**config.mk**
```make
export PLATFORM = sky130hd
export DESIGN_NAME = two_wire_slave_ctrl
export DESIGN_NICKNAME = d
export VERILOG_FILES = /design/src/core/tws_pkg.sv /design/src/core/chan_sub.sv /design/src/core/evt_pub.sv /design/src/core/two_wire_slave_ctrl.sv
export VERILOG_INCLUDE_DIRS = /design/src /design/src/core
export SDC_FILE = /design/constraint.sdc
export NUM_CORES = 1
export LEC_CHECK = 0
export ABC_AREA = 1
export BUFFER_PORTS_ARGS = -buffer_cell sky130_fd_sc_hd__buf_4
export CORE_MARGIN = 2
export CORE_UTILIZATION = 39
export DETAILED_ROUTE_END_ITERATION = 8
export GPL_TIMING_DRIVEN = 1
export PLACE_DENSITY = 0.57
export SYNTH_ARGS = -nofsm -noshare
export SYNTH_HDL_FRONTEND = slang
export SYNTH_SLANG_ARGS = --single-unit
```
**constraint.sdc**
```tcl
create_clock -name pclk -period 4.8 [get_ports pclk]
set_input_delay 0.72 -clock pclk [delete_from_list [all_inputs] [get_ports pclk]]
set_output_delay 0.72 -clock pclk [all_outputs]
set_load 0.02 [all_outputs]
```
**src/core/tws_cfg.svh**
```systemverilog
// register map, field positions and reset values of the slave task/event layer
// assumes 12-bit word-aligned offsets inside the peripheral window
`ifndef TWS_CFG_SVH
`define TWS_CFG_SVH
`define OFS_HALT_TASK 12'h014
`define OFS_HOLD_TASK 12'h01C
`define OFS_CONT_TASK 12'h020
`define OFS_ARM_RX_TASK 12'h030
`define OFS_ARM_TX_TASK 12'h034
`define OFS_HALT_SUB 12'h094
`define OFS_HOLD_SUB 12'h09C
`define OFS_CONT_SUB 12'h0A0
`define OFS_ARM_RX_SUB 12'h0B0
`define OFS_ARM_TX_SUB 12'h0B4
`define OFS_HALTED_EVT 12'h104
`define OFS_FAULT_EVT 12'h124
`define OFS_RX_BEGUN_EVT 12'h14C
`define OFS_TX_BEGUN_EVT 12'h150
`define OFS_WRITE_EVT 12'h164
`define OFS_READ_EVT 12'h168
`define OFS_HALTED_PUB 12'h184
`define OFS_FAULT_PUB 12'h1A4
`define OFS_RX_BEGUN_PUB 12'h1CC
`define OFS_TX_BEGUN_PUB 12'h1D0
`define OFS_WRITE_PUB 12'h1E4
`define OFS_READ_PUB 12'h1E8
`define OFS_LINKS 12'h200
`define OFS_IEN 12'h300
`define OFS_IEN_SET 12'h304
`define ADDR_W 12
`define CHANNEL_INDEX_W 4
`define NUM_CH 16
`define NUM_TASK 5
`define NUM_EVT 6
`define TASK_BIT 0
`define FLAG_BIT 0
`define ROUTE_EN_BIT 31
`define LINK_WRITE_BIT 13
`define LINK_READ_BIT 14
`define IEN_HALTED_BIT 1
`define IEN_FAULT_BIT 9
`define IEN_RX_BEGUN_BIT 19
`define IEN_TX_BEGUN_BIT 20
`define IEN_WRITE_BIT 25
`define IEN_READ_BIT 26
`define REG_RESET 32'h00000000
`endif

```
**src/core/tws_pkg.sv**
```systemverilog
// types shared by the slave task/event layer
// assumes tws_cfg.svh is on the include path
package tws_pkg;
`include "tws_cfg.svh"
	typedef enum logic [1:0] {
		ST_IDLE = 2'b00,
		ST_ACTIVE = 2'b01,
		ST_HELD = 2'b11,
		ST_STOPPING = 2'b10
	} ctrl_state_e;
	typedef struct packed {
		logic en;
		logic [`CHANNEL_INDEX_W-1:0] idx;
	} route_cfg_s;
endpackage

```
**src/core/chan_sub.sv**
```systemverilog
// subscription match: one task listening on one event channel
// assumes channel pulses come from logic on the same clock
module chan_sub #(
	parameter int NCH = 16,
	parameter int CHW = 4
) (
	input wire logic en,
	input wire logic [CHW-1:0] idx,
	input wire logic [NCH-1:0] chan_in,
	output logic hit
);
	assign hit = en & chan_in[idx];
endmodule

```
**src/core/evt_pub.sv**
```systemverilog
// publish route: one event driven onto one event channel
// assumes the caller merges the vectors of all events
module evt_pub #(
	parameter int NCH = 16,
	parameter int CHW = 4
) (
	input wire logic en,
	input wire logic [CHW-1:0] idx,
	input wire logic fire,
	output logic [NCH-1:0] chan
);
	always_comb begin
		chan = '0;
		if (en & fire) begin
			chan[idx] = 1'b1;
		end
	end
endmodule

```
**src/core/two_wire_slave_ctrl.sv**
```systemverilog
// task, event, shortcut and channel layer of the two-wire slave, APB slave
// assumes the bus engine and the channel fabric run on pclk
//
// Contract
// - arm-receive task write arms write reception
// - arm-transmit task write arms read reply
// - halt task has channel subscription register
// - hold, continue, arm tasks have subscriptions
// - each event publishes on chosen channel
// - publish enable bit gates broadcasting
// - halted and fault event flags, publishable
// - receive and transmit begun flags, publishable
// - write and read command flags, publishable
// - shortcuts: command events trigger hold task
// - interrupt enable register, six bits, reset zero
// - enable-set register sets bits, reads state
// - halt completes, halted event, bus released
// - hold stretches clock until continue or halt task
//
// The APB register port was decided locally.
module two_wire_slave_ctrl
	import tws_pkg::*;
#(
	parameter int NCH = `NUM_CH,
	parameter int CHW = `CHANNEL_INDEX_W
) (
	input wire logic pclk,
	input wire logic presetn,
	input wire logic psel,
	input wire logic penable,
	input wire logic pwrite,
	input wire logic [31:0] paddr,
	input wire logic [31:0] pwdata,
	input wire logic [3:0] pstrb,
	output logic [31:0] prdata,
	output logic pready,
	output logic pslverr,
	input wire logic [NCH-1:0] chan_in,
	output logic [NCH-1:0] chan_out,
	input wire logic eng_halted,
	input wire logic eng_error,
	input wire logic eng_rx_started,
	input wire logic eng_tx_started,
	input wire logic eng_write,
	input wire logic eng_read,
	output logic stop_req,
	output logic bus_release,
	output logic rx_armed,
	output logic tx_armed,
	output logic scl_hold,
	output logic irq
);
	localparam int NT = `NUM_TASK;
	localparam int NE = `NUM_EVT;

	typedef struct packed {
		ctrl_state_e st;
		route_cfg_s [NT-1:0] sub;
		route_cfg_s [NE-1:0] pub;
		logic [NE-1:0] flag;
		logic [NE-1:0] ien;
		logic [1:0] link;
		logic armed_rx;
		logic armed_tx;
		logic stop_p;
		logic release_p;
		logic [NCH-1:0] chan;
		logic irq;
		logic [31:0] prdata;
		logic pready;
		logic pslverr;
	} state_s;

	state_s s_r;
	state_s s_nxt;
	logic [NT-1:0] sub_hit;
	logic [NCH-1:0] pub_chan [NE];
	logic [NE-1:0] ev;
	logic [NT-1:0] task_go;
	logic [NCH-1:0] chan_or;
	logic setup;
	logic acc;
	logic wr;
	logic hold_go;
	logic stop_done;
	logic [`ADDR_W-1:0] a;
	logic [32:0] rd;

	function automatic logic [`ADDR_W-1:0] task_ofs(input int i);
		case (i)
			0: task_ofs = `OFS_HALT_TASK;
			1: task_ofs = `OFS_HOLD_TASK;
			2: task_ofs = `OFS_CONT_TASK;
			3: task_ofs = `OFS_ARM_RX_TASK;
			default: task_ofs = `OFS_ARM_TX_TASK;
		endcase
	endfunction

	function automatic logic [`ADDR_W-1:0] sub_ofs(input int i);
		case (i)
			0: sub_ofs = `OFS_HALT_SUB;
			1: sub_ofs = `OFS_HOLD_SUB;
			2: sub_ofs = `OFS_CONT_SUB;
			3: sub_ofs = `OFS_ARM_RX_SUB;
			default: sub_ofs = `OFS_ARM_TX_SUB;
		endcase
	endfunction

	function automatic logic [`ADDR_W-1:0] evt_ofs(input int i);
		case (i)
			0: evt_ofs = `OFS_HALTED_EVT;
			1: evt_ofs = `OFS_FAULT_EVT;
			2: evt_ofs = `OFS_RX_BEGUN_EVT;
			3: evt_ofs = `OFS_TX_BEGUN_EVT;
			4: evt_ofs = `OFS_WRITE_EVT;
			default: evt_ofs = `OFS_READ_EVT;
		endcase
	endfunction

	function automatic logic [`ADDR_W-1:0] pub_ofs(input int i);
		case (i)
			0: pub_ofs = `OFS_HALTED_PUB;
			1: pub_ofs = `OFS_FAULT_PUB;
			2: pub_ofs = `OFS_RX_BEGUN_PUB;
			3: pub_ofs = `OFS_TX_BEGUN_PUB;
			4: pub_ofs = `OFS_WRITE_PUB;
			default: pub_ofs = `OFS_READ_PUB;
		endcase
	endfunction

	function automatic int evt_bit(input int i);
		case (i)
			0: evt_bit = `IEN_HALTED_BIT;
			1: evt_bit = `IEN_FAULT_BIT;
			2: evt_bit = `IEN_RX_BEGUN_BIT;
			3: evt_bit = `IEN_TX_BEGUN_BIT;
			4: evt_bit = `IEN_WRITE_BIT;
			default: evt_bit = `IEN_READ_BIT;
		endcase
	endfunction

	function automatic logic [NE-1:0] ev_unpack(input logic [31:0] d);
		ev_unpack = '0;
		for (int i = 0; i < NE; i++) begin
			ev_unpack[i] = d[evt_bit(i)];
		end
	endfunction

	function automatic logic [31:0] ev_pack(input logic [NE-1:0] v);
		ev_pack = `REG_RESET;
		for (int i = 0; i < NE; i++) begin
			ev_pack[evt_bit(i)] = v[i];
		end
	endfunction

	function automatic logic [31:0] route_pack(input route_cfg_s c);
		route_pack = `REG_RESET;
		route_pack[`ROUTE_EN_BIT] = c.en;
		route_pack[CHW-1:0] = c.idx;
	endfunction

	// bit 32 flags a mapped offset; write-only task registers read as zero
	function automatic logic [32:0] reg_read(input logic [`ADDR_W-1:0] ad, input state_s s);
		reg_read = {1'b0, `REG_RESET};
		for (int i = 0; i < NT; i++) begin
			if (ad == task_ofs(i)) begin
				reg_read = {1'b1, `REG_RESET};
			end
			if (ad == sub_ofs(i)) begin
				reg_read = {1'b1, route_pack(s.sub[i])};
			end
		end
		for (int i = 0; i < NE; i++) begin
			if (ad == evt_ofs(i)) begin
				reg_read = {1'b1, `REG_RESET};
				reg_read[`FLAG_BIT] = s.flag[i];
			end
			if (ad == pub_ofs(i)) begin
				reg_read = {1'b1, route_pack(s.pub[i])};
			end
		end
		if (ad == `OFS_LINKS) begin
			reg_read = {1'b1, `REG_RESET};
			reg_read[`LINK_WRITE_BIT] = s.link[0];
			reg_read[`LINK_READ_BIT] = s.link[1];
		end
		if (ad == `OFS_IEN || ad == `OFS_IEN_SET) begin
			reg_read = {1'b1, ev_pack(s.ien)};
		end
	endfunction

	genvar g;
	generate
		for (g = 0; g < NT; g++) begin : g_sub
			chan_sub #(.NCH(NCH), .CHW(CHW)) u_sub (
				.en(s_r.sub[g].en),
				.idx(s_r.sub[g].idx),
				.chan_in(chan_in),
				.hit(sub_hit[g])
			);
		end
		for (g = 0; g < NE; g++) begin : g_pub
			evt_pub #(.NCH(NCH), .CHW(CHW)) u_pub (
				.en(s_r.pub[g].en),
				.idx(s_r.pub[g].idx),
				.fire(ev[g]),
				.chan(pub_chan[g])
			);
		end
	endgenerate

	always_comb begin
		chan_or = '0;
		for (int i = 0; i < NE; i++) begin
			chan_or = chan_or | pub_chan[i];
		end
	end

	always_comb begin
		s_nxt = s_r;
		setup = psel & ~penable;
		acc = psel & penable & s_r.pready;
		wr = acc & pwrite;
		a = paddr[`ADDR_W-1:0];
		for (int i = 0; i < NT; i++) begin
			task_go[i] = (wr & (a == task_ofs(i)) & pwdata[`TASK_BIT]) | sub_hit[i];
		end
		hold_go = task_go[1] | (s_r.link[0] & eng_write) | (s_r.link[1] & eng_read);
		stop_done = (s_r.st == ST_STOPPING) & eng_halted;
		ev = {eng_read, eng_write, eng_tx_started, eng_rx_started, eng_error, stop_done};
		s_nxt.stop_p = 1'b0;
		s_nxt.release_p = stop_done;
		s_nxt.chan = chan_or;
		case (s_r.st)
			ST_IDLE: begin
				if (task_go[3] | task_go[4]) begin
					s_nxt.st = ST_ACTIVE;
				end
			end
			ST_ACTIVE: begin
				if (hold_go) begin
					s_nxt.st = ST_HELD;
				end
			end
			ST_HELD: begin
				if (task_go[2]) begin
					s_nxt.st = ST_ACTIVE;
				end
			end
			ST_STOPPING: begin
				if (eng_halted) begin
					s_nxt.st = ST_IDLE;
				end
			end
			default: begin
				s_nxt.st = ST_IDLE;
			end
		endcase
		// halt overrides every other transition except the one out of ST_STOPPING
		if (task_go[0] && s_r.st != ST_STOPPING) begin
			s_nxt.st = ST_STOPPING;
			s_nxt.stop_p = 1'b1;
		end
		if (task_go[3]) begin
			s_nxt.armed_rx = 1'b1;
		end else if (eng_rx_started | stop_done) begin
			s_nxt.armed_rx = 1'b0;
		end
		if (task_go[4]) begin
			s_nxt.armed_tx = 1'b1;
		end else if (eng_tx_started | stop_done) begin
			s_nxt.armed_tx = 1'b0;
		end
		for (int i = 0; i < NT; i++) begin
			if (wr && a == sub_ofs(i)) begin
				s_nxt.sub[i].en = pwdata[`ROUTE_EN_BIT];
				s_nxt.sub[i].idx = pwdata[CHW-1:0];
			end
		end
		for (int i = 0; i < NE; i++) begin
			if (wr && a == pub_ofs(i)) begin
				s_nxt.pub[i].en = pwdata[`ROUTE_EN_BIT];
				s_nxt.pub[i].idx = pwdata[CHW-1:0];
			end
			if (wr && a == evt_ofs(i)) begin
				s_nxt.flag[i] = pwdata[`FLAG_BIT];
			end
			// hardware set wins over a software clear in the same cycle
			if (ev[i]) begin
				s_nxt.flag[i] = 1'b1;
			end
		end
		if (wr && a == `OFS_LINKS) begin
			s_nxt.link = {pwdata[`LINK_READ_BIT], pwdata[`LINK_WRITE_BIT]};
		end
		if (wr && a == `OFS_IEN) begin
			s_nxt.ien = ev_unpack(pwdata);
		end
		if (wr && a == `OFS_IEN_SET) begin
			s_nxt.ien = s_r.ien | ev_unpack(pwdata);
		end
		s_nxt.irq = |(s_nxt.flag & s_nxt.ien);
		rd = reg_read(a, s_r);
		s_nxt.pready = setup;
		s_nxt.pslverr = setup & ~rd[32];
		s_nxt.prdata = (setup & ~pwrite) ? rd[31:0] : `REG_RESET;
	end

	always_ff @(posedge pclk or negedge presetn) begin
		if (!presetn) begin
			s_r <= '0;
		end else begin
			s_r <= s_nxt;
		end
	end

	assign prdata = s_r.prdata;
	assign pready = s_r.pready;
	assign pslverr = s_r.pslverr;
	assign chan_out = s_r.chan;
	assign stop_req = s_r.stop_p;
	assign bus_release = s_r.release_p;
	assign rx_armed = s_r.armed_rx;
	assign tx_armed = s_r.armed_tx;
	assign scl_hold = (s_r.st == ST_HELD);
	assign irq = s_r.irq;
endmodule

```
==> results.txt <==
* Rows: 48
- PwrDens: around 230 mW/mm^2
- The routed layout has 6755 vias.
* Switch share: 0.2577
- Average wire per standard cell: around 17 um
- Post-detailed-route count of antenna-violating nets: 0
* Die footprint: roughly 0.019 mm^2
- Critical path's most frequent cell: sky130_fd_sc_hd__nand2_1
* Logic gate share of total power: 0.089
* Post-Layout Inst Area: 0.007812 mm^2
- Across the run, the number of max-cap violations was 0.
- Via density per instance: around 5.3
- During I/O placement, the number of pins put on the boundary was 151.
- Clock tree synthesis inserted a total of 9 buffers.
- Fill cells: 1824
- Data arrives at the worst endpoint at around 2700 ps.
- Port buffering added 86 buffers.
- Number of antenna repair diodes: 0
* Yosys warning count: 0
* DP Cell Count: 1261
- Largest net degree at the start of global routing: 65
* Initial antenna violation count: 0
- The number of different library cells used by synthesis comes to 43.
- Cell family contributing the most delay on the critical path: simple AND/OR/NAND/NOR gates
* Ratio of cells with drive above 1 in the final layout: 0.1371
- STA classifies the critical path endpoint as a flop.
- The initial utilization of the core area, before any placement, comes to 0.4006.
* Wire length of the first global-routing pass: 34780 um
- From synthesis to final layout, the design area changed by 12.36%.
- Of the total power, registers draw 0.495.
* Number of global-route vias before repair: around 6.3k
- For the finished layout, the period the worst path requires is around 2500 ps.
- Measured along the y axis, the die boundary spans roughly 140 um.
- At the pin with the least slew margin, the transition time is roughly 920 ps.
- Critical Setup Path Class: primary input to flop
* Fin Clk Skew: 8.226 ps
* Synth Register Bits: approximately 110
- Walking the worst path, the cells encountered are buf_4 > nor2_4 > nand2_1 > nor2_2 > inv_1 > nor4_1 > nand2_1 > nand2_1 > o21ai_0.
* Post-synth EDFFs: 0
- Relative contribution of the clock network to total power: 0.416
- Post-CTS Hold Fix Bufs: 0
* Launching instance or port of the critical path: paddr[11]
* Critical register-to-register path startpoint: s_r[125]
- STA classifies the critical path startpoint as a primary input.
- Timing would allow up to 402.8 MHz.
- Post-synthesis sequential area ratio: 0.3815
- Clock sink count: about 110
* Internal cell power: approximately 1.3 mW
- Unrepaired setup endpoints after global routing: no
* Worst max-slew margin expressed relative to the limit: 0.3791
- Data on the critical path is required at its endpoint by between 5000 and 6000 ps.
- For this run the aggregate overflow at the end of global routing stands at 0.
- The number of max-slew violations in the final report came to 0.
* Switching power of the nets: between 400 and 500 uW
- The clock reaches the later pin of the worst-skew pair after 360 ps.
* Hold Vio Cnt, Final: 0
- Post-synth design cell area: roughly 0.007 mm^2
* Post-synthesis async set-or-reset flop share: 1.000
- TritonCTS built the clock tree.
- Final routed DRC violation total: 0
* Overall track demand over capacity in global routing: 0.2440
- Net count, final: roughly 1.1k
- Maximum clock insertion buffer count: 2
- Post-CTS setup buffer count: 0
* Clock Pin Slew Worst Setup and Hold Paths: 80 ps
- Among all flip-flop cells after synthesis, the most frequent one is sky130_fd_sc_hd__dfrtp_1.
* Maximum level of the CTS H-tree: 3
- Final period utilization: 0.5172
- Core Box Area: 0.01736 mm^2
* Critical-path cell with the highest stage delay: sky130_fd_sc_hd__nor4_1
* Post-Synthesis Mean Instance Area: 6.995 um^2
- Cell count after synthesis: 994
- Violation count after the first detailed-routing iteration: 530
* Initial DRT Pass Iterations: 7
* Total length of routed wires: 21900 um
- Library cell used as clock root buffer: sky130_fd_sc_hd__clkbuf_16
- Of all nets on the critical path, the largest fanout is 10.
- In this run the static leakage power is 3.660 nW.
- After clock tree synthesis, the repair step resized 0 gates.
* Estimated wirelength of the detail-placed design: 16840 um
- VDD sags by at most 179.5 uV.
- Classification of the worst-slack hold path: primary input to async pin
- Placer congestion estimate: 0.9305
- For this run, the slowest stage of the critical path takes 710 ps.
* Post-detailed-placement cell area: 0.007531 mm^2
- Setup violations remaining at the end of the flow were counted as 0.
- Total Neg Setup Slack: 0 ps
- Counting both buffers and inverters, the worst setup path holds a total of 2.
* Die span in x: 137.5 um
* Status: completed
* Layout Cells excl Fill: 1275
cell usage after synthesis, types with 11 or more instances:
library cell              count  area share
sky130_fd_sc_hd__dfrtp_1    106        0.38
sky130_fd_sc_hd__nand4_1     17       0.015
sky130_fd_sc_hd__inv_1      134       0.072
sky130_fd_sc_hd__o21ai_1     11      0.0079
sky130_fd_sc_hd__o21ai_0    111       0.080
sky130_fd_sc_hd__buf_4       48       0.052
sky130_fd_sc_hd__nand3_1     60       0.043
sky130_fd_sc_hd__nor3_1      29       0.021
sky130_fd_sc_hd__nand2_1    220        0.12
sky130_fd_sc_hd__a21oi_1     40       0.029
sky130_fd_sc_hd__nor2_1      99       0.053
sky130_fd_sc_hd__inv_2       12      0.0065
kinds of logic (layout without fill, tap and decap cells):
group | after synthesis | count (layout) | share of synthesized area
simple gates | 458 | 458 | 0.2928
compound gates | 216 | 216 | 0.1805
buf+inv | 211 | 248 | 0.1414
flops | 106 | 106 | 0.3815
mux | 2 | 2 | 0.003239
other cells | 1 | 20 | 0.0005393
power groups by stage:
| stage | registers [mW] | clock network, mW | logic [mW] |
|---|---|---|---|
| 6_report | 0.898 | 0.755 | 0.161 |
| 5_1_grt | 0.898 | 0.792 | 0.178 |
| 4_1_cts | 0.898 | 0.767 | 0.162 |
| 3_5_place_dp | 0.916 | 0 | 0.162 |
| 3_3_place_gp | 0.916 | 0 | 0.162 |
| 2_1_floorplan | 0.917 | 0 | 0.0805 |
state kept, by name (all words and copies together), names as in the netlist:
register     count
bus_release      1
chan_out        16
irq              1
prdata          12
pready           1
pslverr          1
rx_armed         1
s_r             71
stop_req         1
tx_armed         1
layer usage:
| layer | GRT usage | vias to the layer above | wire length, um |
|---|---|---|---|
| li1 | - | 3318 | - |
| met1 | 0.3565 | 3194 | 10640 |
| met2 | 0.3731 | 218 | 9615 |
| met3 | 0.03532 | 25 | 1248 |
| met4 | 0.07331 | 0 | 389 |
| met5 | 0 | - | 0 |
path summary, 6_finish.rpt:
path | endpoint | slack [ps] | cells after the start
hold / removal | s_r[110] | 410 | 1
hold reg to reg | prdata[25] | 510 | 2
max in group asynchronous | chan_out[15] | 3270 | 2
setup / recovery | s_r[79] | 2320 | 9
setup reg to reg | chan_out[15] | 2550 | 10
min in group pclk | prdata[25] | 510 | 2
area by class of cell:
cell class	count	area, um^2	share of cell area
repair buffers	88	660.6	0.08456
multi-input cells	696	3388	0.4337
well taps	225	281.5	0.03603
clock inverters	5	56.30	0.007207
inverters	146	548.0	0.07015
flip-flops and latches	106	2653	0.3395
clock buffers	9	225.2	0.02883
cells in the final DEF (no fill, tap or decap), types with 6 or more instances in the layout:
cell,count
sky130_fd_sc_hd__o21ai_1,11
sky130_fd_sc_hd__a31oi_1,8
sky130_fd_sc_hd__inv_1,134
sky130_fd_sc_hd__dfrtp_1,106
sky130_fd_sc_hd__nand4_1,17
sky130_fd_sc_hd__nand2_2,7
sky130_fd_sc_hd__a32o_1,6
sky130_fd_sc_hd__a21oi_1,40
sky130_fd_sc_hd__o21ai_0,111
sky130_fd_sc_hd__o211ai_1,10
sky130_fd_sc_hd__nor2_1,99
sky130_fd_sc_hd__conb_1,20
sky130_fd_sc_hd__nand3_1,60
sky130_fd_sc_hd__nand2_1,220
sky130_fd_sc_hd__nor2_4,6
sky130_fd_sc_hd__inv_2,12
sky130_fd_sc_hd__a221oi_1,7
sky130_fd_sc_hd__nor2_2,7
sky130_fd_sc_hd__nor3_1,29
sky130_fd_sc_hd__buf_4,88
sky130_fd_sc_hd__clkbuf_16,9
metrics by stage:
stage,power [mW],hold slack [ps],setup WS [ps],utilization
6_report,1.813,414.1,2318,0.4501
4_1_cts,1.828,476.2,2306,0.4501
3_3_place_gp,1.077,490.1,1981,0.4339
2_1_floorplan,0.9971,424.4,2759,-
3_5_place_dp,1.078,496.2,1926,0.4339
5_1_grt,1.868,516.5,2046,0.4501
No activity file was read; power rests on OpenSTA's default activity.
